==> src/hdl/cisr_pkg.sv <==
// constants, register map and decode type of the codec input, speaker and
// status register bank.
// assumes a 32-bit axi4-lite slave with 16-bit registers in the low half.
`default_nettype none

package cisr_pkg;

  // ************************************************************
  // register indices and byte addresses
  // ************************************************************
  localparam int unsigned LEFT_AMP_IDX      = 'h25;  // left input amp
  localparam int unsigned RIGHT_AMP_IDX     = 'h26;  // right input amp
  localparam int unsigned LEFT_SPK_IDX      = 'h28;  // left speaker gain
  localparam int unsigned RIGHT_SPK_IDX     = 'h29;  // right speaker gain
  localparam int unsigned THERMAL_IDX       = 'h2F;  // thermal status
  localparam int unsigned DETECT_IDX        = 'h30;  // detect and sensors
  localparam int unsigned BYTES_PER_REG     = 4;     // one word per register
  localparam int unsigned LEFT_AMP_ADDR     = LEFT_AMP_IDX * BYTES_PER_REG;
  localparam int unsigned RIGHT_AMP_ADDR    = RIGHT_AMP_IDX * BYTES_PER_REG;
  localparam int unsigned LEFT_SPK_ADDR     = LEFT_SPK_IDX * BYTES_PER_REG;
  localparam int unsigned RIGHT_SPK_ADDR    = RIGHT_SPK_IDX * BYTES_PER_REG;
  localparam int unsigned THERMAL_ADDR      = THERMAL_IDX * BYTES_PER_REG;
  localparam int unsigned DETECT_ADDR       = DETECT_IDX * BYTES_PER_REG;

  // ************************************************************
  // field positions
  // ************************************************************
  localparam int unsigned AMP_ON_BIT        = 4;   // amp power enable
  localparam int unsigned COMMIT_BIT        = 8;   // speaker gain commit
  localparam int unsigned ZC_BIT            = 7;   // zero cross enable
  localparam int unsigned RSV_HI_BIT        = 15;  // reserved, keep 1
  localparam int unsigned CUR_THR_LSB       = 12;  // current threshold 14:12
  localparam int unsigned SHORT_THR_LSB     = 10;  // short threshold 11:10
  localparam int unsigned DET_ON_BIT        = 9;   // bias detect enable
  localparam int unsigned CUR_STS_BIT       = 7;   // current exceeded
  localparam int unsigned SHORT_STS_BIT     = 6;   // short exceeded
  localparam int unsigned RSV_LO_BIT        = 5;   // reserved, keep 1
  localparam int unsigned HP_SENS_BIT       = 2;   // headphone sensor on
  localparam int unsigned SPK_SENS_BIT      = 1;   // speaker sensor on

  // ************************************************************
  // reset values and gain codes
  // ************************************************************
  localparam logic [4:0] AMP_CTRL_RST       = 5'h08;  // pin 1 selected
  localparam logic [6:0] GAIN_RST           = 7'h00;  // muted
  localparam logic [6:0] GAIN_MUTE_TOP      = 7'h2F;  // highest mute code
  localparam logic [6:0] GAIN_FLOOR_TOP     = 7'h35;  // last -68 dB code
  localparam logic [6:0] GAIN_UNITY         = 7'h79;  // 0 dB code
  localparam logic [7:0] GAIN_FLOOR_DB      = 8'hBC;  // -68 dB
  localparam logic [7:0] GAIN_MUTE_DB       = 8'h80;  // mute marker
  localparam logic [2:0] CUR_THR_RST        = 3'h0;
  localparam logic [1:0] SHORT_THR_RST      = 2'h0;

  // ************************************************************
  // bus answers
  // ************************************************************
  localparam logic [1:0] RESP_OKAY          = 2'h0;
  localparam logic [1:0] RESP_SLVERR        = 2'h2;

  // decoded register target
  typedef enum {
    CISR_REG_NONE,
    CISR_REG_LEFT_AMP,
    CISR_REG_RIGHT_AMP,
    CISR_REG_LEFT_SPK,
    CISR_REG_RIGHT_SPK,
    CISR_REG_THERMAL,
    CISR_REG_DETECT
  } cisr_reg_e;

endpackage : cisr_pkg

`default_nettype wire

==> src/hdl/cisr_regs.sv <==
// codec input amp, speaker gain, thermal and bias detect register bank.
// assumes an axi4-lite master on clk_sys and analogue comparator levels
// that arrive asynchronously and are synchronised here.
//
// Implementation choice: the AXI4-Lite interface to the registers.
`timescale 1ns/10ps
`default_nettype none

// Functional notes
// - left amp powered by bit or path
// - right amp powered by bit or path
// - left pin selects, pin 1 default on
// - right pin selects, pin 1 default on
// - commit bit arms both gains, each applied per its zero cross
// - left zero cross delays left gain change
// - right zero cross delays right gain change
// - gain resets muted, low codes mute
// - floor codes -68 dB, then 1 dB steps
// - headphone error temperature status bit 3
// - headphone warning temperature status bit 2
// - speaker error temperature status bit 1
// - speaker warning temperature status bit 0
// - current threshold select, bits 14:12
// - short threshold select, bits 11:10
// - bit 9 enables both bias detectors
// - bit 7 shows current threshold exceeded
// - bit 6 shows short threshold exceeded
// - headphone sensor enable, reset 1
// - speaker sensor enable, reset 1
module cisr_regs
  import cisr_pkg::*;
#(
  parameter int ADDR_W = 8  // byte address width of the slave
) (
  input  wire logic              clk_sys,
  input  wire logic              rst_n,
  input  wire logic [ADDR_W-1:0] s_axi_awaddr,
  input  wire logic [2:0]        s_axi_awprot,
  input  wire logic              s_axi_awvalid,
  output logic                   s_axi_awready,
  input  wire logic [31:0]       s_axi_wdata,
  input  wire logic [3:0]        s_axi_wstrb,
  input  wire logic              s_axi_wvalid,
  output logic                   s_axi_wready,
  output logic [1:0]             s_axi_bresp,
  output logic                   s_axi_bvalid,
  input  wire logic              s_axi_bready,
  input  wire logic [ADDR_W-1:0] s_axi_araddr,
  input  wire logic [2:0]        s_axi_arprot,
  input  wire logic              s_axi_arvalid,
  output logic                   s_axi_arready,
  output logic [31:0]            s_axi_rdata,
  output logic [1:0]             s_axi_rresp,
  output logic                   s_axi_rvalid,
  input  wire logic              s_axi_rready,
  input  wire logic              left_input_path_on,
  input  wire logic              right_input_path_on,
  input  wire logic              left_zero_cross,
  input  wire logic              right_zero_cross,
  input  wire logic              headphone_hot_error,
  input  wire logic              headphone_hot_warning,
  input  wire logic              speaker_hot_error,
  input  wire logic              speaker_hot_warning,
  input  wire logic              bias_current_cmp,
  input  wire logic              bias_short_cmp,
  output logic                   left_amp_power_on,
  output logic                   right_amp_power_on,
  output logic [3:0]             left_amp_pin_sel,
  output logic [3:0]             right_amp_pin_sel,
  output logic [6:0]             left_speaker_gain_code,
  output logic [6:0]             right_speaker_gain_code,
  output logic                   left_speaker_mute,
  output logic                   right_speaker_mute,
  output logic [7:0]             left_speaker_gain_db,
  output logic [7:0]             right_speaker_gain_db,
  output logic                   left_speaker_zero_cross_on,
  output logic                   right_speaker_zero_cross_on,
  output logic                   headphone_temp_sensor_on,
  output logic                   speaker_temp_sensor_on,
  output logic                   bias_detect_on,
  output logic [2:0]             bias_current_threshold_sel,
  output logic [1:0]             bias_short_threshold_sel
);

  // ************************************************************
  // state
  // ************************************************************
  // sync bit order: 0 left zc, 1 right zc, 2 spk warn, 3 spk err,
  // 4 hp warn, 5 hp err, 6 bias short, 7 bias current
  typedef struct packed {
    logic [7:0]        sync1;       // first synchroniser stage
    logic [7:0]        sync2;       // second synchroniser stage
    logic              awready;     // write address ready
    logic              wready;      // write data ready
    logic              aw_full;     // write address held
    logic [ADDR_W-1:0] aw_addr;     // held write address
    logic              w_full;      // write data held
    logic [15:0]       w_data;      // held write data, low half only
    logic [1:0]        w_strb;      // held strobes of the low half
    logic              bvalid;      // write answer pending
    logic [1:0]        bresp;       // write answer code
    logic              arready;     // read address ready
    logic              rvalid;      // read answer pending
    logic [1:0]        rresp;       // read answer code
    logic [15:0]       rdata;       // read answer data
    logic [4:0]        l_amp;       // left amp enable and pin selects
    logic [4:0]        r_amp;       // right amp enable and pin selects
    logic              l_zc;        // left zero cross enable
    logic              r_zc;        // right zero cross enable
    logic [6:0]        l_shadow;    // left gain waiting for commit
    logic [6:0]        r_shadow;    // right gain waiting for commit
    logic [6:0]        l_gain;      // left gain in force
    logic [6:0]        r_gain;      // right gain in force
    logic              l_wait;      // left commit waits for a crossing
    logic              r_wait;      // right commit waits for a crossing
    logic              rsv_hi;      // reserved bit 15
    logic              rsv_lo;      // reserved bit 5
    logic [2:0]        cur_thr;     // current threshold select
    logic [1:0]        short_thr;   // short threshold select
    logic              det_on;      // bias detect enable
    logic              hp_sens;     // headphone sensor enable
    logic              spk_sens;    // speaker sensor enable
    logic [3:0]        therm;       // thermal status, hp err..spk warn
    logic [1:0]        bias_sts;    // current exceeded, short exceeded
    logic              l_pwr;       // left amp power, registered
    logic              r_pwr;       // right amp power, registered
    logic              l_mute;      // left gain code mutes
    logic              r_mute;      // right gain code mutes
    logic [7:0]        l_db;        // left gain in dB, signed
    logic [7:0]        r_db;        // right gain in dB, signed
  } cisr_state_s;

  cisr_state_s st;       // registered state
  cisr_state_s next_st;  // next state

  // ************************************************************
  // functions
  // ************************************************************
  // word address decode shared by the read and write paths
  function automatic cisr_reg_e decode(input logic [ADDR_W-1:0] addr);
    cisr_reg_e r;
    r = CISR_REG_NONE;
    unique case (32'(addr))
      LEFT_AMP_ADDR:  r = CISR_REG_LEFT_AMP;
      RIGHT_AMP_ADDR: r = CISR_REG_RIGHT_AMP;
      LEFT_SPK_ADDR:  r = CISR_REG_LEFT_SPK;
      RIGHT_SPK_ADDR: r = CISR_REG_RIGHT_SPK;
      THERMAL_ADDR:   r = CISR_REG_THERMAL;
      DETECT_ADDR:    r = CISR_REG_DETECT;
      default:        r = CISR_REG_NONE;  // unmapped or misaligned
    endcase
    return r;
  endfunction : decode

  // software view of a register; the commit bit always reads 0
  function automatic logic [15:0] reg_view(input cisr_reg_e r,
                                           input cisr_state_s s);
    logic [15:0] v;
    v = 16'h0000;
    unique case (r)
      CISR_REG_LEFT_AMP:  v[4:0] = s.l_amp;
      CISR_REG_RIGHT_AMP: v[4:0] = s.r_amp;
      CISR_REG_LEFT_SPK:  v[7:0] = {s.l_zc, s.l_shadow};
      CISR_REG_RIGHT_SPK: v[7:0] = {s.r_zc, s.r_shadow};
      CISR_REG_THERMAL:   v[3:0] = s.therm;
      CISR_REG_DETECT: begin
        v[RSV_HI_BIT]                      = s.rsv_hi;
        v[CUR_THR_LSB+2:CUR_THR_LSB]       = s.cur_thr;
        v[SHORT_THR_LSB+1:SHORT_THR_LSB]   = s.short_thr;
        v[DET_ON_BIT]                      = s.det_on;
        v[CUR_STS_BIT]                     = s.bias_sts[1];
        v[SHORT_STS_BIT]                   = s.bias_sts[0];
        v[RSV_LO_BIT]                      = s.rsv_lo;
        v[HP_SENS_BIT]                     = s.hp_sens;
        v[SPK_SENS_BIT]                    = s.spk_sens;
      end
      CISR_REG_NONE: v = 16'h0000;
    endcase
    return v;
  endfunction : reg_view

  // gain code to signed dB; mute codes give the mute marker
  function automatic logic [7:0] gain_db(input logic [6:0] code);
    logic [7:0] d;
    if (code <= GAIN_MUTE_TOP) begin
      d = GAIN_MUTE_DB;
    end else if (code <= GAIN_FLOOR_TOP) begin
      d = GAIN_FLOOR_DB;
    end else begin
      d = 8'({1'b0, code} - {1'b0, GAIN_UNITY});
    end
    return d;
  endfunction : gain_db

  // ************************************************************
  // next state
  // ************************************************************
  // one pass computes bus handling, register writes, commits and the
  // registered copies of every output
  always_comb begin
    cisr_reg_e   wr_reg;
    cisr_reg_e   rd_reg;
    logic [15:0] old_v;
    logic [15:0] wd;
    logic        commit;
    wr_reg  = CISR_REG_NONE;
    rd_reg  = CISR_REG_NONE;
    old_v   = 16'h0000;
    wd      = 16'h0000;
    commit  = 1'b0;
    next_st = st;

    // synchronisers; only stage two is read by logic
    next_st.sync1 = {bias_current_cmp, bias_short_cmp,
                     headphone_hot_error, headphone_hot_warning,
                     speaker_hot_error, speaker_hot_warning,
                     right_zero_cross, left_zero_cross};
    next_st.sync2 = st.sync1;

    // address and data are taken independently, in either order
    if (s_axi_awvalid && st.awready) begin
      next_st.aw_full = 1'b1;
      next_st.aw_addr = s_axi_awaddr;
    end
    if (s_axi_wvalid && st.wready) begin
      next_st.w_full = 1'b1;
      next_st.w_data = s_axi_wdata[15:0];
      next_st.w_strb = s_axi_wstrb[1:0];
    end
    if (st.bvalid && s_axi_bready) begin
      next_st.bvalid = 1'b0;
    end

    // perform the write once both halves are held
    if (st.aw_full && st.w_full && !st.bvalid) begin
      wr_reg          = decode(st.aw_addr);
      old_v           = reg_view(wr_reg, st);
      wd[7:0]         = st.w_strb[0] ? st.w_data[7:0] : old_v[7:0];
      wd[15:8]        = st.w_strb[1] ? st.w_data[15:8] : old_v[15:8];
      next_st.aw_full = 1'b0;
      next_st.w_full  = 1'b0;
      next_st.bvalid  = 1'b1;
      next_st.bresp   = RESP_OKAY;
      unique case (wr_reg)
        CISR_REG_LEFT_AMP:  next_st.l_amp = wd[4:0];
        CISR_REG_RIGHT_AMP: next_st.r_amp = wd[4:0];
        CISR_REG_LEFT_SPK: begin
          next_st.l_zc     = wd[ZC_BIT];
          next_st.l_shadow = wd[6:0];
          commit           = wd[COMMIT_BIT];
        end
        CISR_REG_RIGHT_SPK: begin
          next_st.r_zc     = wd[ZC_BIT];
          next_st.r_shadow = wd[6:0];
          commit           = wd[COMMIT_BIT];
        end
        CISR_REG_THERMAL: begin
          // status only; the write is answered and dropped
          next_st.bresp = RESP_OKAY;
        end
        CISR_REG_DETECT: begin
          next_st.rsv_hi    = wd[RSV_HI_BIT];
          next_st.cur_thr   = wd[CUR_THR_LSB+2:CUR_THR_LSB];
          next_st.short_thr = wd[SHORT_THR_LSB+1:SHORT_THR_LSB];
          next_st.det_on    = wd[DET_ON_BIT];
          next_st.rsv_lo    = wd[RSV_LO_BIT];
          next_st.hp_sens   = wd[HP_SENS_BIT];
          next_st.spk_sens  = wd[SPK_SENS_BIT];
        end
        CISR_REG_NONE: next_st.bresp = RESP_SLVERR;
      endcase
    end

    // a commit arms both channels in the same cycle
    if (commit) begin
      next_st.l_wait = 1'b1;
      next_st.r_wait = 1'b1;
    end
    // an armed channel applies at once without zero cross, else at the
    // next crossing; dropping the enable releases a waiting channel
    if (next_st.l_wait && (!next_st.l_zc || st.sync2[0])) begin
      next_st.l_gain = next_st.l_shadow;
      next_st.l_wait = 1'b0;
    end
    if (next_st.r_wait && (!next_st.r_zc || st.sync2[1])) begin
      next_st.r_gain = next_st.r_shadow;
      next_st.r_wait = 1'b0;
    end

    // read path: one read at a time, answered the cycle after it is taken
    if (s_axi_arvalid && st.arready) begin
      rd_reg         = decode(s_axi_araddr);
      next_st.rvalid = 1'b1;
      next_st.rdata  = reg_view(rd_reg, st);
      next_st.rresp  = (rd_reg == CISR_REG_NONE) ? RESP_SLVERR : RESP_OKAY;
    end else if (st.rvalid && s_axi_rready) begin
      next_st.rvalid = 1'b0;
    end

    // readies are registered, so they lag by one cycle; cheaper than a
    // combinational path from the answer handshakes
    next_st.awready = !next_st.aw_full && !next_st.bvalid;
    next_st.wready  = !next_st.w_full && !next_st.bvalid;
    next_st.arready = !next_st.rvalid;

    // status: a disabled sensor or detector reports nothing
    next_st.therm[3]    = st.sync2[5] & next_st.hp_sens;
    next_st.therm[2]    = st.sync2[4] & next_st.hp_sens;
    next_st.therm[1]    = st.sync2[3] & next_st.spk_sens;
    next_st.therm[0]    = st.sync2[2] & next_st.spk_sens;
    next_st.bias_sts[1] = st.sync2[7] & next_st.det_on;
    next_st.bias_sts[0] = st.sync2[6] & next_st.det_on;

    // registered copies of derived outputs
    next_st.l_pwr  = next_st.l_amp[AMP_ON_BIT] | left_input_path_on;
    next_st.r_pwr  = next_st.r_amp[AMP_ON_BIT] | right_input_path_on;
    next_st.l_mute = (next_st.l_gain <= GAIN_MUTE_TOP);
    next_st.r_mute = (next_st.r_gain <= GAIN_MUTE_TOP);
    next_st.l_db   = gain_db(next_st.l_gain);
    next_st.r_db   = gain_db(next_st.r_gain);
  end

  // ************************************************************
  // state register
  // ************************************************************
  // reset puts every field at its documented default
  always_ff @(posedge clk_sys or negedge rst_n) begin
    if (!rst_n) begin
      st           <= '0;
      st.l_amp     <= AMP_CTRL_RST;
      st.r_amp     <= AMP_CTRL_RST;
      st.l_shadow  <= GAIN_RST;
      st.r_shadow  <= GAIN_RST;
      st.l_gain    <= GAIN_RST;
      st.r_gain    <= GAIN_RST;
      st.l_mute    <= 1'b1;
      st.r_mute    <= 1'b1;
      st.l_db      <= GAIN_MUTE_DB;
      st.r_db      <= GAIN_MUTE_DB;
      st.rsv_hi    <= 1'b1;
      st.rsv_lo    <= 1'b1;
      st.cur_thr   <= CUR_THR_RST;
      st.short_thr <= SHORT_THR_RST;
      st.hp_sens   <= 1'b1;
      st.spk_sens  <= 1'b1;
    end else begin
      st <= next_st;
    end
  end

  // ************************************************************
  // outputs, all straight from state
  // ************************************************************
  assign s_axi_awready               = st.awready;
  assign s_axi_wready                = st.wready;
  assign s_axi_bvalid                = st.bvalid;
  assign s_axi_bresp                 = st.bresp;
  assign s_axi_arready               = st.arready;
  assign s_axi_rvalid                = st.rvalid;
  assign s_axi_rresp                 = st.rresp;
  assign s_axi_rdata                 = {16'h0000, st.rdata};
  assign left_amp_power_on           = st.l_pwr;
  assign right_amp_power_on          = st.r_pwr;
  assign left_amp_pin_sel            = st.l_amp[3:0];
  assign right_amp_pin_sel           = st.r_amp[3:0];
  assign left_speaker_gain_code      = st.l_gain;
  assign right_speaker_gain_code     = st.r_gain;
  assign left_speaker_mute           = st.l_mute;
  assign right_speaker_mute          = st.r_mute;
  assign left_speaker_gain_db        = st.l_db;
  assign right_speaker_gain_db       = st.r_db;
  assign left_speaker_zero_cross_on  = st.l_zc;
  assign right_speaker_zero_cross_on = st.r_zc;
  assign headphone_temp_sensor_on    = st.hp_sens;
  assign speaker_temp_sensor_on      = st.spk_sens;
  assign bias_detect_on              = st.det_on;
  assign bias_current_threshold_sel  = st.cur_thr;
  assign bias_short_threshold_sel    = st.short_thr;

endmodule : cisr_regs

`default_nettype wire

==> config.mk <==
export PLATFORM = sky130hd
export DESIGN_NAME = cisr_regs
export DESIGN_NICKNAME = d
export VERILOG_FILES = /design/src/hdl/cisr_pkg.sv /design/src/hdl/cisr_regs.sv
export SDC_FILE = /design/constraint.sdc
export NUM_CORES = 1
export LEC_CHECK = 0
export BUFFER_PORTS_ARGS = -buffer_cell sky130_fd_sc_hd__buf_2
export CAP_MARGIN = 30
export CORE_AREA = 2 2 130 132
export DETAILED_ROUTE_END_ITERATION = 10
export DIE_AREA = 0 0 132 134
export PLACE_DENSITY = 0.67
export RECOVER_POWER = 25
export SLEW_MARGIN = 5
export SYNTH_ARGS = -nofsm -noshare
export SYNTH_HDL_FRONTEND = slang
export SYNTH_SLANG_ARGS = --single-unit
==> constraint.sdc <==
create_clock -name clk_sys -period 3.6 [get_ports clk_sys]
set_input_delay 0 -clock clk_sys [delete_from_list [all_inputs] [get_ports clk_sys]]
set_output_delay 0 -clock clk_sys [all_outputs]
set_load 0.005 [all_outputs]
==> report_table.html, run 1 <==
<table>
<tr><th>Metric</th><th>Value</th></tr>
<tr><th colspan="2">Run status</th></tr>
<tr><td>Outcome</td><td>complete, but fails checks</td></tr>
<tr><td>Violations in the final reports</td><td>max-capacitance violations, max-slew violations</td></tr>
<tr><th colspan="2">Route</th></tr>
<tr><td>Drt via density</td><td>~5.2</td></tr>
<tr><td>Wirelength per Cell</td><td>about 18 um</td></tr>
<tr><td>DR vias</td><td>5347</td></tr>
<tr><td>Post-detailed-route DRC marker count</td><td>0</td></tr>
<tr><td>Antenna Violating Nets Remaining</td><td>0</td></tr>
<tr><td>Initial DRT Pass Iterations</td><td>4</td></tr>
<tr><td>Aggregate routed wire length</td><td>between 15 and 20 mm</td></tr>
<tr><td>Number of DRC violations after detailed-routing iteration 0</td><td>340</td></tr>
<tr><th colspan="2">STA</th></tr>
<tr><td>Post-route setup TNS</td><td>0 ns</td></tr>
<tr><td>Skew final</td><td>0.0175 ns</td></tr>
<tr><td>Least-Margin Pin Slew</td><td>2.86 ns</td></tr>
<tr><td>Max-Slew Margin vs Limit</td><td>-90.9%</td></tr>
<tr><td>Hold Fails Final Rpt</td><td>0</td></tr>
<tr><td>Worst hold slack across all endpoints</td><td>0.103 ns</td></tr>
<tr><td>Number of max-slew violations in the final report</td><td>52</td></tr>
<tr><td>Max Clk Rate</td><td>290 MHz</td></tr>
<tr><td>Final Cycle Share</td><td>95.9%</td></tr>
<tr><td>Slack of the critical path</td><td>0.146 ns</td></tr>
<tr><td>Final period demand of the worst path</td><td>3.45 ns</td></tr>
<tr><td>Count of endpoints failing setup in the final report</td><td>0</td></tr>
<tr><th colspan="2">Synth</th></tr>
<tr><td>Post-synthesis cell type count</td><td>82</td></tr>
<tr><td>Fraction of registers with async set/reset</td><td>100%</td></tr>
<tr><td>Cells taking the most area after synthesis</td><td>dfrtp_1 (47%), buf_4 (8.3%), mux2_2 (7.1%), dfstp_2 (3.7%), nand2_1 (2.5%)</td></tr>
<tr><td>Fraction of synthesized cell area in xor and xnor cells</td><td>1.10%</td></tr>
<tr><td>Number of flops mapped to enable cells by yosys</td><td>0</td></tr>
<tr><td>Share of synthesized cell area in and, or, nand and nor gates</td><td>15.3%</td></tr>
<tr><td>Most used DFF post-synth</td><td>dfrtp_1</td></tr>
<tr><td>Syn. warnings</td><td>0</td></tr>
<tr><td>Portion of the post-synthesis area used by sequential elements</td><td>a little over 50%</td></tr>
<tr><td>Proportion of netlist area held by the largest area contributor</td><td>46.9%</td></tr>
<tr><td>Synthesized-area fraction occupied by adder cells</td><td>1.05%</td></tr>
<tr><td>Complex-gate fraction of the synthesized area</td><td>12.8%</td></tr>
<tr><td>Flip-flop and latch count after synthesis</td><td>144</td></tr>
<tr><td>Mean post-synth cell area</td><td>10.9 um^2</td></tr>
<tr><td>Main combinational cell family by area after synthesis</td><td>simple AND/OR/NAND/NOR gates</td></tr>
<tr><td>Cell Area, Synth</td><td>between 0.007 and 0.008 mm^2</td></tr>
<tr><td>Cell taking the most area after synthesis</td><td>dfrtp_1</td></tr>
<tr><td>Mux contribution to synthesized area</td><td>8.35%</td></tr>
<tr><td>Count of mapped cells out of synthesis</td><td>656</td></tr>
<tr><th colspan="2">Clock network</th></tr>
<tr><td>Clock Sinks</td><td>144</td></tr>
<tr><td>Clk Tree Root Cell</td><td>clkbuf_16</td></tr>
<tr><td>Clock transition at the registers of the reported paths</td><td>0.06 ns</td></tr>
<tr><td>Clock latency of the later-clocked register in the worst-skew pair</td><td>0.43 ns</td></tr>
<tr><td>Bufs on Longest Clock Path</td><td>2</td></tr>
<tr><td>Count of H-tree levels built during CTS</td><td>4</td></tr>
<tr><td>Clock buffer count from CTS</td><td>17</td></tr>
<tr><td>Clock tree from TritonCTS</td><td>built</td></tr>
<tr><th colspan="2">Worst setup path</th></tr>
<tr><td>Worst setup EP type</td><td>flip-flop</td></tr>
<tr><td>CP arrival</td><td>3.76 ns</td></tr>
<tr><td>Type of the setup path with the least slack</td><td>flip-flop to flip-flop</td></tr>
<tr><td>Cell at the slowest stage of the critical path</td><td>or4b_4</td></tr>
<tr><td>Number of buffer and inverter instances along the worst setup path</td><td>0</td></tr>
<tr><td>Largest fanout on the critical path</td><td>8</td></tr>
<tr><td>CP Cell Sequence</td><td>or4b_4 &gt; or4b_1 &gt; o2bb2ai_1 &gt; a22oi_4 &gt; a21oi_1 &gt; mux2i_2 &gt; ha_1 &gt; nor2_1 &gt; a221o_1 &gt; and2_1</td></tr>
<tr><td>Reg2reg path depth</td><td>10</td></tr>
<tr><td>Startpoint class of the critical path</td><td>flip-flop</td></tr>
<tr><td>WP data required</td><td>3.90 ns</td></tr>
<tr><td>Stages on worst setup path</td><td>10</td></tr>
<tr><td>Critical Path Max Stage Delay</td><td>0.60 ns</td></tr>
<tr><td>Top Family by Delay on Critical Path</td><td>simple AND/OR/NAND/NOR gates</td></tr>
<tr><th colspan="2">Global route</th></tr>
<tr><td>Global-route wire length before repair</td><td>roughly 30 mm</td></tr>
<tr><td>Number of antenna violations at the first check in global routing</td><td>0</td></tr>
<tr><td>Via count of the first global-routing pass</td><td>5377</td></tr>
<tr><td>Global-route congestion overflow total</td><td>0</td></tr>
<tr><td>Total GRT Usage</td><td>21.5%</td></tr>
<tr><td>Maximum number of pins on one net before global-route repair</td><td>107</td></tr>
<tr><th colspan="2">Placement</th></tr>
<tr><td>Total placed instance area</td><td>0.00766 mm^2</td></tr>
<tr><td>Pre-CTS setup slack</td><td>0.108 ns</td></tr>
<tr><td>Placed cell count</td><td>946</td></tr>
<tr><td>Number of input and output port buffers inserted</td><td>124</td></tr>
<tr><td>Sum of net half-perimeters after detailed placement</td><td>13.6 mm</td></tr>
<tr><td>Weighted congestion reported at the end of routability-driven placement</td><td>0.963</td></tr>
<tr><th colspan="2">Layout</th></tr>
<tr><td>Number of standard cells in the final layout excluding fillers</td><td>1024</td></tr>
<tr><td>Final standard cell area without fillers</td><td>0.00872 mm^2</td></tr>
<tr><td>Commonest non-fill, non-tap cell in the layout</td><td>dfrtp_1</td></tr>
<tr><td>Net count reported at finish</td><td>between 800 and 900</td></tr>
<tr><td>Ant. Diodes</td><td>0</td></tr>
<tr><td>Layout Utilization</td><td>between 50% and 60%</td></tr>
<tr><td>Commonest non-fill, non-tap cells in the layout</td><td>dfrtp_1 (133), buf_2 (123), nand2_1 (48)</td></tr>
<tr><td>Area overhead of the layout relative to synthesis</td><td>22.0%</td></tr>
<tr><td>Filler cell count in the final layout</td><td>about 1400</td></tr>
<tr><td>Layout cell share with drive strength beyond 1</td><td>33.8%</td></tr>
<tr><th colspan="2">Worst hold path</th></tr>
<tr><td>Class of the tightest hold or removal check</td><td>input port to flip-flop</td></tr>
<tr><td>Number of instances on the worst hold path</td><td>5</td></tr>
<tr><th colspan="2">Power and ir drop</th></tr>
<tr><td>Total Power Consumption</td><td>5.42 mW</td></tr>
<tr><td>Peak supply drop</td><td>0.000315 V</td></tr>
<tr><td>Total power divided by cell area</td><td>621 mW/mm^2</td></tr>
<tr><td>Static Leakage</td><td>4.23 nW</td></tr>
<tr><th colspan="2">Floorplan</th></tr>
<tr><td>Die Wd</td><td>132 um</td></tr>
<tr><td>Die outline area</td><td>0.0177 mm^2</td></tr>
<tr><td>Effective utilization at floorplan</td><td>43.9%</td></tr>
<tr><td>Chip Height</td><td>134 um</td></tr>
<tr><td>Standard-cell row count</td><td>47</td></tr>
<tr><td>Core region area</td><td>0.0163 mm^2</td></tr>
<tr><td>IO Count</td><td>168</td></tr>
<tr><th colspan="2">Flow run</th></tr>
<tr><td>Count of maximum capacitance violations</td><td>1</td></tr>
</table>
==> worst reg2reg max path: stages (launching register included) <==
cell	delay (ns)
dfrtp_1	0.46
or4b_4	0.61
or4b_1	0.52
o2bb2ai_1	0.17
a22oi_4	0.26
a21oi_1	0.18
mux2i_2	0.29
ha_1	0.21
nor2_1	0.05
a221o_1	0.41
and2_1	0.19
==> flip-flops by register name, summed over array words and instances, names as in the netlist, 2 cells and up <==
register and cells:
st 62, s_axi_rdata 15, left_speaker_gain_db 8, next_st 8, right_speaker_gain_db 8, left_speaker_gain_code 7, right_speaker_gain_code 7, left_amp_pin_sel 4
right_amp_pin_sel 4, bias_current_threshold_sel 3, bias_short_threshold_sel 2
==> worst paths after layout <==
path | from | end | slack (ns)
min in group asynchronous | rst_n | st[104] | 1.05
worst max register to register | st[121] | right_speaker_gain_db[0] | 0.15
worst min register to register | next_st[138] | st[138] | 0.35
max in group asynchronous | rst_n | st[127] | 0.72
worst max-delay path | st[121] | right_speaker_gain_db[0] | 0.15
worst min-delay path | s_axi_araddr[5] | s_axi_rdata[15] | 0.10
==> cell families after synthesis <==
group,after synthesis
simple gates,196
flops,144
compound gates,123
buf+inv,123
mux,54
xor+xnor,9
fa+ha+maj,6
other cells,1
==> layout make-up <==
class | instances | area, um^2 | area share [%]
clock buffers | 18 | 439 | 5.03
clock inverters | 14 | 154 | 1.76
inverters | 22 | 82.6 | 0.947
multi-input cells | 407 | 2840 | 32.6
flip-flops and latches | 144 | 3620 | 41.5
well taps | 220 | 275 | 3.16
repair buffers | 199 | 1320 | 15.1
==> synth_stat cells, types with 5 or more instances <==
library cell,count
xnor2_1,5
nor2_1,43
inv_1,19
a21o_1,5
nor3b_1,6
a31o_2,5
nor3_1,6
buf_4,79
nand4_1,6
nand3_1,15
a21oi_1,21
dfstp_2,10
and2_1,10
o21ai_0,14
nor2b_1,15
and3_1,8
a22oi_1,11
nand2_1,48
clkbuf_1,16
and3b_1,5
mux2_2,45
nand3b_1,7
a31oi_1,14
ha_1,6
mux2i_1,9
dfrtp_1,134
==> metal layers <==
layer | wire [um] | up-vias | GRT usage, %
met3 | 887 | 15 | 4.54
met1 | 8520 | 2651 | 29.6
li1 | - | 2517 | -
met5 | 0 | - | 0
met2 | 8980 | 164 | 34.2
met4 | 186 | 0 | 6.88
==> power breakdown <==
group | total, mW | switching, mW | internal (mW)
clock network | 1.75 | 0.701 | 1.05
logic | 1.43 | 0.761 | 0.672
registers | 2.24 | 0.322 | 1.91
==> timing repair <==
action / in CTS / in global routing
hold buffers: 42 / 0
endpoints found under the setup margin: 0 / 12
hold endpoints to repair: 140 / 0
setup buffers: 0 / 2
gates resized for setup: 0 / 4
Power figures use the tool's default switching activity.
==> run 2: changes to the inputs <==
--- a/config.mk
+++ b/config.mk
@@ -12,6 +12,7 @@
 export DIE_AREA = 0 0 132 134
 export PLACE_DENSITY = 0.67
 export RECOVER_POWER = 25
+export REMOVE_ABC_BUFFERS = 1
 export SLEW_MARGIN = 5
 export SYNTH_ARGS = -nofsm -noshare
 export SYNTH_HDL_FRONTEND = slang
==> run 2 against run 1 <==
Effect of this change: design area up 0.40%; total power increased by 2.0%; hold slack got worse by 0.0018 ns; wire length rose by 3.3%; combinational power barely moved; count of clock-buffer cells in the layout increased by 1; first-iteration DRC count is 13% lower; the run still ends with max-capacitance violations, max-slew violations left; sequential power about the same; sequential share of layout area shrank 0.15 points.
==> report_table.html, run 2 (synthesis results as in run 1) <==
<table>
<tr><th>Metric</th><th>Value</th></tr>
<tr><th colspan="2">Run status</th></tr>
<tr><td>Outcome</td><td>complete, but fails checks</td></tr>
<tr><td>Violations in the final reports</td><td>max-capacitance violations, max-slew violations</td></tr>
<tr><th colspan="2">STA</th></tr>
<tr><td>Final period demand of the worst path</td><td>~3.4 ns</td></tr>
<tr><td>Post-route setup TNS</td><td>0 ns</td></tr>
<tr><td>Count of endpoints failing setup in the final report</td><td>0</td></tr>
<tr><td>Final Cycle Share</td><td>93.9%</td></tr>
<tr><td>Least-Margin Pin Slew</td><td>2.66 ns</td></tr>
<tr><td>Skew final</td><td>0.00895 ns</td></tr>
<tr><td>Number of max-slew violations in the final report</td><td>between 50 and 60</td></tr>
<tr><td>Max-Slew Margin vs Limit</td><td>-77.5%</td></tr>
<tr><td>Hold Fails Final Rpt</td><td>0</td></tr>
<tr><td>Max Clk Rate</td><td>296 MHz</td></tr>
<tr><td>RSZ-0062 raised after global routing</td><td>no</td></tr>
<tr><th colspan="2">Placement</th></tr>
<tr><td>Weighted congestion reported at the end of routability-driven placement</td><td>0.903</td></tr>
<tr><td>Placed cell count</td><td>953</td></tr>
<tr><td>Number of input and output port buffers inserted</td><td>124</td></tr>
<tr><td>Sum of net half-perimeters after detailed placement</td><td>14.1 mm</td></tr>
<tr><th colspan="2">Layout</th></tr>
<tr><td>Commonest non-fill, non-tap cells in the layout</td><td>dfrtp_1 (132), buf_2 (121), nand2_1 (48)</td></tr>
<tr><td>Area overhead of the layout relative to synthesis</td><td>22.5%</td></tr>
<tr><td>Max reg flops</td><td>62</td></tr>
<tr><td>Ant. Diodes</td><td>0</td></tr>
<tr><td>Number of standard cells in the final layout excluding fillers</td><td>1026</td></tr>
<tr><td>Layout cell share with drive strength beyond 1</td><td>33.7%</td></tr>
<tr><td>Net count reported at finish</td><td>874</td></tr>
<tr><td>Register with the most flip-flops</td><td>st</td></tr>
<tr><td>Layout Utilization</td><td>53.8%</td></tr>
<tr><td>Commonest non-fill, non-tap cell in the layout</td><td>dfrtp_1</td></tr>
<tr><th colspan="2">Route</th></tr>
<tr><td>Wirelength per Cell</td><td>approximately 19 um</td></tr>
<tr><td>Top Layer Used</td><td>met4</td></tr>
<tr><td>Detailed route wirelength on metal2</td><td>9.13 mm</td></tr>
<tr><td>Post-detailed-route DRC marker count</td><td>0</td></tr>
<tr><td>Routed length on met3</td><td>1.10 mm</td></tr>
<tr><td>Antenna Violating Nets Remaining</td><td>0</td></tr>
<tr><td>Drt via density</td><td>about 5.3</td></tr>
<tr><td>Initial DRT Pass Iterations</td><td>5</td></tr>
<tr><td>Number of DRC violations after detailed-routing iteration 0</td><td>296</td></tr>
<tr><td>DR vias</td><td>roughly 5400</td></tr>
<tr><td>Metal1 wirelength</td><td>8.65 mm</td></tr>
<tr><td>Aggregate routed wire length</td><td>19.2 mm</td></tr>
<tr><th colspan="2">Power and ir drop</th></tr>
<tr><td>Total power divided by cell area</td><td>630 mW/mm^2</td></tr>
<tr><td>Peak supply drop</td><td>0.000337 V</td></tr>
<tr><td>Static Leakage</td><td>4.24 nW</td></tr>
<tr><th colspan="2">Worst setup path</th></tr>
<tr><td>WP data required</td><td>between 3 and 4 ns</td></tr>
<tr><td>CP arrival</td><td>roughly 3.7 ns</td></tr>
<tr><td>Worst setup EP type</td><td>flip-flop</td></tr>
<tr><td>Worst reg2reg setup slack</td><td>~0.22 ns</td></tr>
<tr><td>Largest fanout on the critical path</td><td>8</td></tr>
<tr><td>Startpoint class of the critical path</td><td>flip-flop</td></tr>
<tr><td>Type of the setup path with the least slack</td><td>flip-flop to flip-flop</td></tr>
<tr><th colspan="2">Global route</th></tr>
<tr><td>Maximum number of pins on one net before global-route repair</td><td>66</td></tr>
<tr><td>Total GRT Usage</td><td>between 20% and 30%</td></tr>
<tr><td>Global-route wire length before repair</td><td>29.9 mm</td></tr>
<tr><td>Global-route congestion overflow total</td><td>0</td></tr>
<tr><td>Number of antenna violations at the first check in global routing</td><td>0</td></tr>
<tr><td>Via count of the first global-routing pass</td><td>5307</td></tr>
<tr><th colspan="2">Clock network</th></tr>
<tr><td>Bufs on Longest Clock Path</td><td>2</td></tr>
<tr><td>Clock tree from TritonCTS</td><td>built</td></tr>
<tr><td>Clock buffer count from CTS</td><td>17</td></tr>
<tr><td>Count of H-tree levels built during CTS</td><td>4</td></tr>
<tr><td>Clk Tree Root Cell</td><td>clkbuf_16</td></tr>
<tr><td>Clock latency of the later-clocked register in the worst-skew pair</td><td>around 0.42 ns</td></tr>
<tr><td>Number of setup buffers added after CTS</td><td>0</td></tr>
<tr><td>Clock Sinks</td><td>roughly 140</td></tr>
<tr><td>Clock transition at the registers of the reported paths</td><td>0.06 ns</td></tr>
<tr><th colspan="2">Floorplan</th></tr>
<tr><td>Chip Height</td><td>134 um</td></tr>
<tr><td>Die Wd</td><td>132 um</td></tr>
<tr><td>Die outline area</td><td>0.0177 mm^2</td></tr>
<tr><td>IO Count</td><td>168</td></tr>
<tr><td>Core region area</td><td>0.0163 mm^2</td></tr>
<tr><td>Standard-cell row count</td><td>47</td></tr>
<tr><td>Effective utilization at floorplan</td><td>a little over two fifths</td></tr>
<tr><th colspan="2">Flow run</th></tr>
<tr><td>Count of maximum capacitance violations</td><td>1</td></tr>
<tr><th colspan="2">Worst hold path</th></tr>
<tr><td>Class of the tightest hold or removal check</td><td>input port to flip-flop</td></tr>
</table>
==> run 2: cell types whose count changed in the layout (fill, tap and decap cells not counted), sizes merged <==
cell           change
bufinv             +1
clkbuf             +3
clkdlybuf4s25      +1
clkinv             -3
dlygate4sd3        -1
inv                +1
==> run 2: worst max-delay path, cell delays in order, from the launching register on <==
cell       delay [ns]
dfrtp_1          0.48
or4b_4           0.61
or4b_1           0.52
o2bb2ai_1        0.17
a22oi_4          0.25
a21oi_1          0.14
mux2i_1          0.15
buf_4            0.15
ha_1             0.14
nor2_1           0.04
a221o_1          0.42
and2_1           0.19
==> run 2: power breakdown <==
part           internal [mW]  switching, mW  leakage [nW]  total, mW
Sequential              1.91          0.345          1.84       2.26
Combinational          0.639          0.765          2.10       1.40
Clock                   1.14          0.720         0.299       1.86
==> run 2: final timing paths <==
check / from / endpoint / cells past startpoint
worst max-delay path: st[121] / right_speaker_gain_db[0] / 11
worst min-delay path: s_axi_araddr[5] / s_axi_rdata[13] / 5
worst max register to register: st[121] / right_speaker_gain_db[0] / 11
worst min register to register: next_st[136] / st[136] / 0
max in group asynchronous: rst_n / st[125] / 2
min in group asynchronous: rst_n / st[119] / 2
==> run 2: per-stage QoR <==
step	area (um^2)	worst slack (ns)	hold WS [ns]	total power, mW
2_1_floorplan	6530	0.429	-0.296	2.94
3_3_place_gp	7690	0.240	0.110	3.59
3_5_place_dp	7730	0.162	-0.00176	3.62
4_1_cts	8760	0.134	0.0848	5.54
5_1_grt	8760	0.0262	0.104	5.78
6_report	8760	0.220	0.101	5.52
==> run 2: routing by layer <==
metal  track usage (%)  vias up
met1              30.1     2671
met2              35.2      204
met5                 0        -
li1                  -     2514
met3              5.78       25
met4              6.64        0
==> run 2: cell type report <==
type	count	area [um^2]
flip-flops and latches	144	3620
fillers	1447	7530
repair buffers	201	1320
multi-input cells	407	2840
clock inverters	13	173
well taps	220	275
inverters	22	82.6
clock buffers	19	453
==> run 2: timing repair <==
item / 4_1_cts / 5_1_grt
gates resized for setup: 0 / 2
endpoints found under the hold margin: 116 / 0
hold buffers: 41 / 0
setup endpoints to repair: 0 / 5
==> run 3: changes to the inputs <==
--- a/config.mk
+++ b/config.mk
@@ -7,10 +7,9 @@
 export LEC_CHECK = 0
 export BUFFER_PORTS_ARGS = -buffer_cell sky130_fd_sc_hd__buf_2
 export CAP_MARGIN = 30
-export CORE_AREA = 2 2 130 132
+export CORE_AREA = 2 2 137 139
 export DETAILED_ROUTE_END_ITERATION = 10
-export DIE_AREA = 0 0 132 134
-export PLACE_DENSITY = 0.67
+export DIE_AREA = 0 0 139 141
 export RECOVER_POWER = 25
 export REMOVE_ABC_BUFFERS = 1
 export SLEW_MARGIN = 5
==> run 3 against run 2 <==
Effect of this change: the run still ends with max-capacitance violations, max-slew violations left; utilization decreased by 5.8 points; register-to-register slack got worse by 0.05 ns; hold slack improved by 0.018 ns; worst setup slack got worse by 0.050 ns; sequential power about the same; critical path type unchanged; largest cell class unchanged; highest routed layer unchanged.
==> report_table.html, run 3 (synthesis results as in run 1) <==
<table>
<tr><th>Metric</th><th>Value</th></tr>
<tr><th colspan="2">Clock network</th></tr>
<tr><td>Clock tree from TritonCTS</td><td>built</td></tr>
<tr><td>Count of H-tree levels built during CTS</td><td>4</td></tr>
<tr><td>Number of setup buffers added after CTS</td><td>0</td></tr>
<tr><td>Bufs on Longest Clock Path</td><td>2</td></tr>
<tr><td>Clock buffer count from CTS</td><td>17</td></tr>
<tr><td>Clock Sinks</td><td>around 140</td></tr>
<tr><td>Clock transition at the registers of the reported paths</td><td>0.07 ns</td></tr>
<tr><td>Clk Tree Root Cell</td><td>clkbuf_16</td></tr>
<tr><td>Clock latency of the later-clocked register in the worst-skew pair</td><td>0.43 ns</td></tr>
<tr><th colspan="2">Worst setup path</th></tr>
<tr><td>Library cell appearing most often on the critical path</td><td>o21ai_1</td></tr>
<tr><td>Top Family by Delay on Critical Path</td><td>simple AND/OR/NAND/NOR gates</td></tr>
<tr><td>Worst reg2reg setup slack</td><td>0.17 ns</td></tr>
<tr><td>Critical R2R Capture</td><td>left_speaker_gain_db[0]</td></tr>
<tr><td>Startpoint class of the critical path</td><td>flip-flop</td></tr>
<tr><td>Number of buffer and inverter instances along the worst setup path</td><td>2</td></tr>
<tr><td>Critical Path Max Stage Delay</td><td>0.57 ns</td></tr>
<tr><td>Type of the setup path with the least slack</td><td>flip-flop to flip-flop</td></tr>
<tr><td>Startpoint of the worst-slack reg-to-reg timing path</td><td>st[121]</td></tr>
<tr><td>CP Cell Sequence</td><td>or4b_4 &gt; or4b_1 &gt; o2bb2ai_1 &gt; a22oi_4 &gt; a21o_1 &gt; o21ai_1 &gt; inv_1 &gt; ha_1 &gt; nor3b_1 &gt; a211oi_1 &gt; o21ai_1 &gt; buf_4 &gt; and2_1</td></tr>
<tr><td>CP arrival</td><td>3.74 ns</td></tr>
<tr><td>Largest fanout on the critical path</td><td>8</td></tr>
<tr><td>WP data required</td><td>3.91 ns</td></tr>
<tr><td>CP startpoint</td><td>st[121]</td></tr>
<tr><td>Cell at the slowest stage of the critical path</td><td>or4b_4</td></tr>
<tr><td>Worst setup EP type</td><td>flip-flop</td></tr>
<tr><td>Stages on worst setup path</td><td>13</td></tr>
<tr><td>Reg2reg path depth</td><td>13</td></tr>
<tr><td>Capturing element of the worst setup path</td><td>left_speaker_gain_db[0]</td></tr>
<tr><th colspan="2">Global route</th></tr>
<tr><td>Via count of the first global-routing pass</td><td>about 5500</td></tr>
<tr><td>Maximum number of pins on one net before global-route repair</td><td>99</td></tr>
<tr><td>Number of antenna violations at the first check in global routing</td><td>1</td></tr>
<tr><td>Global-route congestion overflow total</td><td>0</td></tr>
<tr><td>Global-route wire length before repair</td><td>29.8 mm</td></tr>
<tr><td>Total GRT Usage</td><td>around a fifth</td></tr>
<tr><th colspan="2">STA</th></tr>
<tr><td>Hold Fails Final Rpt</td><td>0</td></tr>
<tr><td>Max Clk Rate</td><td>between 200 and 300 MHz</td></tr>
<tr><td>Number of max-slew violations in the final report</td><td>99</td></tr>
<tr><td>Count of endpoints failing setup in the final report</td><td>0</td></tr>
<tr><td>RSZ-0062 raised after global routing</td><td>yes</td></tr>
<tr><td>Final Cycle Share</td><td>95.3%</td></tr>
<tr><td>Final period demand of the worst path</td><td>around 3.4 ns</td></tr>
<tr><td>Skew final</td><td>0.0146 ns</td></tr>
<tr><td>Post-route setup TNS</td><td>0 ns</td></tr>
<tr><td>Least-Margin Pin Slew</td><td>2.37 ns</td></tr>
<tr><td>Max-Slew Margin vs Limit</td><td>-58.0%</td></tr>
<tr><th colspan="2">Layout</th></tr>
<tr><td>Max reg flops</td><td>between 60 and 70</td></tr>
<tr><td>Number of standard cells in the final layout excluding fillers</td><td>between 1000 and 1500</td></tr>
<tr><td>Filler cell count in the final layout</td><td>between 1500 and 2000</td></tr>
<tr><td>Area overhead of the layout relative to synthesis</td><td>22.5%</td></tr>
<tr><td>Net count reported at finish</td><td>873</td></tr>
<tr><td>Layout cell share with drive strength beyond 1</td><td>32.5%</td></tr>
<tr><td>Layout Utilization</td><td>47.9%</td></tr>
<tr><td>Ant. Diodes</td><td>0</td></tr>
<tr><td>Register with the most flip-flops</td><td>st</td></tr>
<tr><td>Commonest non-fill, non-tap cells in the layout</td><td>dfrtp_1 (132), buf_2 (112), nand2_1 (48)</td></tr>
<tr><td>Commonest non-fill, non-tap cell in the layout</td><td>dfrtp_1</td></tr>
<tr><th colspan="2">Route</th></tr>
<tr><td>Aggregate routed wire length</td><td>approximately 19 mm</td></tr>
<tr><td>DR vias</td><td>5330</td></tr>
<tr><td>Post-detailed-route DRC marker count</td><td>0</td></tr>
<tr><td>Number of DRC violations after detailed-routing iteration 0</td><td>about 340</td></tr>
<tr><td>Antenna Violating Nets Remaining</td><td>0</td></tr>
<tr><td>Wirelength per Cell</td><td>18.2 um</td></tr>
<tr><td>Initial DRT Pass Iterations</td><td>6</td></tr>
<tr><td>Drt via density</td><td>5.13</td></tr>
<tr><th colspan="2">Placement</th></tr>
<tr><td>Sum of net half-perimeters after detailed placement</td><td>13.8 mm</td></tr>
<tr><td>Number of input and output port buffers inserted</td><td>124</td></tr>
<tr><td>Weighted congestion reported at the end of routability-driven placement</td><td>around 0.9</td></tr>
<tr><td>Placed cell count</td><td>965</td></tr>
<tr><th colspan="2">Worst hold path</th></tr>
<tr><td>Class of the tightest hold or removal check</td><td>input port to flip-flop</td></tr>
<tr><td>Number of instances on the worst hold path</td><td>5</td></tr>
<tr><th colspan="2">Floorplan</th></tr>
<tr><td>Die Wd</td><td>139 um</td></tr>
<tr><td>IO Count</td><td>168</td></tr>
<tr><td>Chip Height</td><td>approximately 140 um</td></tr>
<tr><td>Standard-cell row count</td><td>50</td></tr>
<tr><td>Effective utilization at floorplan</td><td>39.1%</td></tr>
<tr><td>Core region area</td><td>0.0183 mm^2</td></tr>
<tr><td>Die outline area</td><td>0.0196 mm^2</td></tr>
<tr><th colspan="2">Power and ir drop</th></tr>
<tr><td>Total power divided by cell area</td><td>621 mW/mm^2</td></tr>
<tr><td>Static Leakage</td><td>4.21 nW</td></tr>
<tr><td>Peak supply drop</td><td>0.000349 V</td></tr>
<tr><th colspan="2">Run status</th></tr>
<tr><td>Violations in the final reports</td><td>max-capacitance violations, max-slew violations</td></tr>
<tr><td>Outcome</td><td>complete, but fails checks</td></tr>
<tr><th colspan="2">Flow run</th></tr>
<tr><td>Count of maximum capacitance violations</td><td>1</td></tr>
</table>
-- run 3: cell count changes in the layout (fill, tap and decap cells not counted), sizes merged --
cell / delta
clkdlybuf4s25: -1
clkbuf: +13
buf: -10
clkinvlp: -2
inv: -5
clkinv: +4
-- run 3: report_power, final --
part	internal, mW	leakage (nW)	switching (mW)	total [mW]
clock	1.13	0.294	0.673	1.80
combinational	0.662	2.07	0.732	1.39
sequential	1.92	1.84	0.329	2.24
total	3.70	4.21	1.73	5.44
-- run 3: area by class of cell --
class                      count  area, um^2  area share [%]
sequential                   144        3620            41.3
timing repair buffer         200        1300            14.8
tap                          234         293            3.34
clock buffer                  22         464            5.30
clock inverter                10         139            1.59
multi-input combinational    407        2870            32.7
inverter                      22        82.6           0.943
-- run 3: how the worst min path moves through the flow --
stage	slack, ns	start	to
3_3_place_gp	0.11	headphone_hot_error	next_st[136]
6_report	0.12	s_axi_araddr[5]	s_axi_rdata[11]
2_1_floorplan	-0.30	rst_n	bias_current_threshold_sel[0]
3_5_place_dp	0.11	bias_short_cmp	next_st[137]
4_1_cts	0.1	s_axi_araddr[5]	s_axi_rdata[11]
5_1_grt	0.14	s_axi_araddr[5]	s_axi_rdata[15]
-- run 3: what timing repair did --
item	CTS	global route
endpoints found under the setup margin	0	7
gates resized for setup	0	6
hold buffers	41	0
hold endpoints to repair	132	0
-- run 3: metal layers --
metal	GRT usage (%)	up-vias	wire, um
met3	5.20	23	1110
met4	6.06	0	275
met1	25.4	2632	8350
met2	32.6	162	9190
met5	0	-	0
li1	-	2513	-
-- run 3: worst reg2reg max path, delay by kind of cell, from the launching register on --
kind,cells,cell delay [ns]
AOI/OAI and AO/OA,6,1.06
adders and majority gates,1,0.18
buffers and inverters,2,0.28
DFF,1,0.47
and+or+nand+nor,4,1.32
-- run 3: through the flow --
step                area [um^2]  setup WS, ns  power (mW)  hold slack (ns)
floorplan                  6530         0.429        2.94           -0.296
global placement           7700         0.282        3.54            0.108
detailed placement         7710         0.206        3.57            0.109
CTS                        8720         0.167        5.43           0.0991
global route               8760      -0.00174        5.72            0.139
finish                     8760         0.170        5.44            0.120
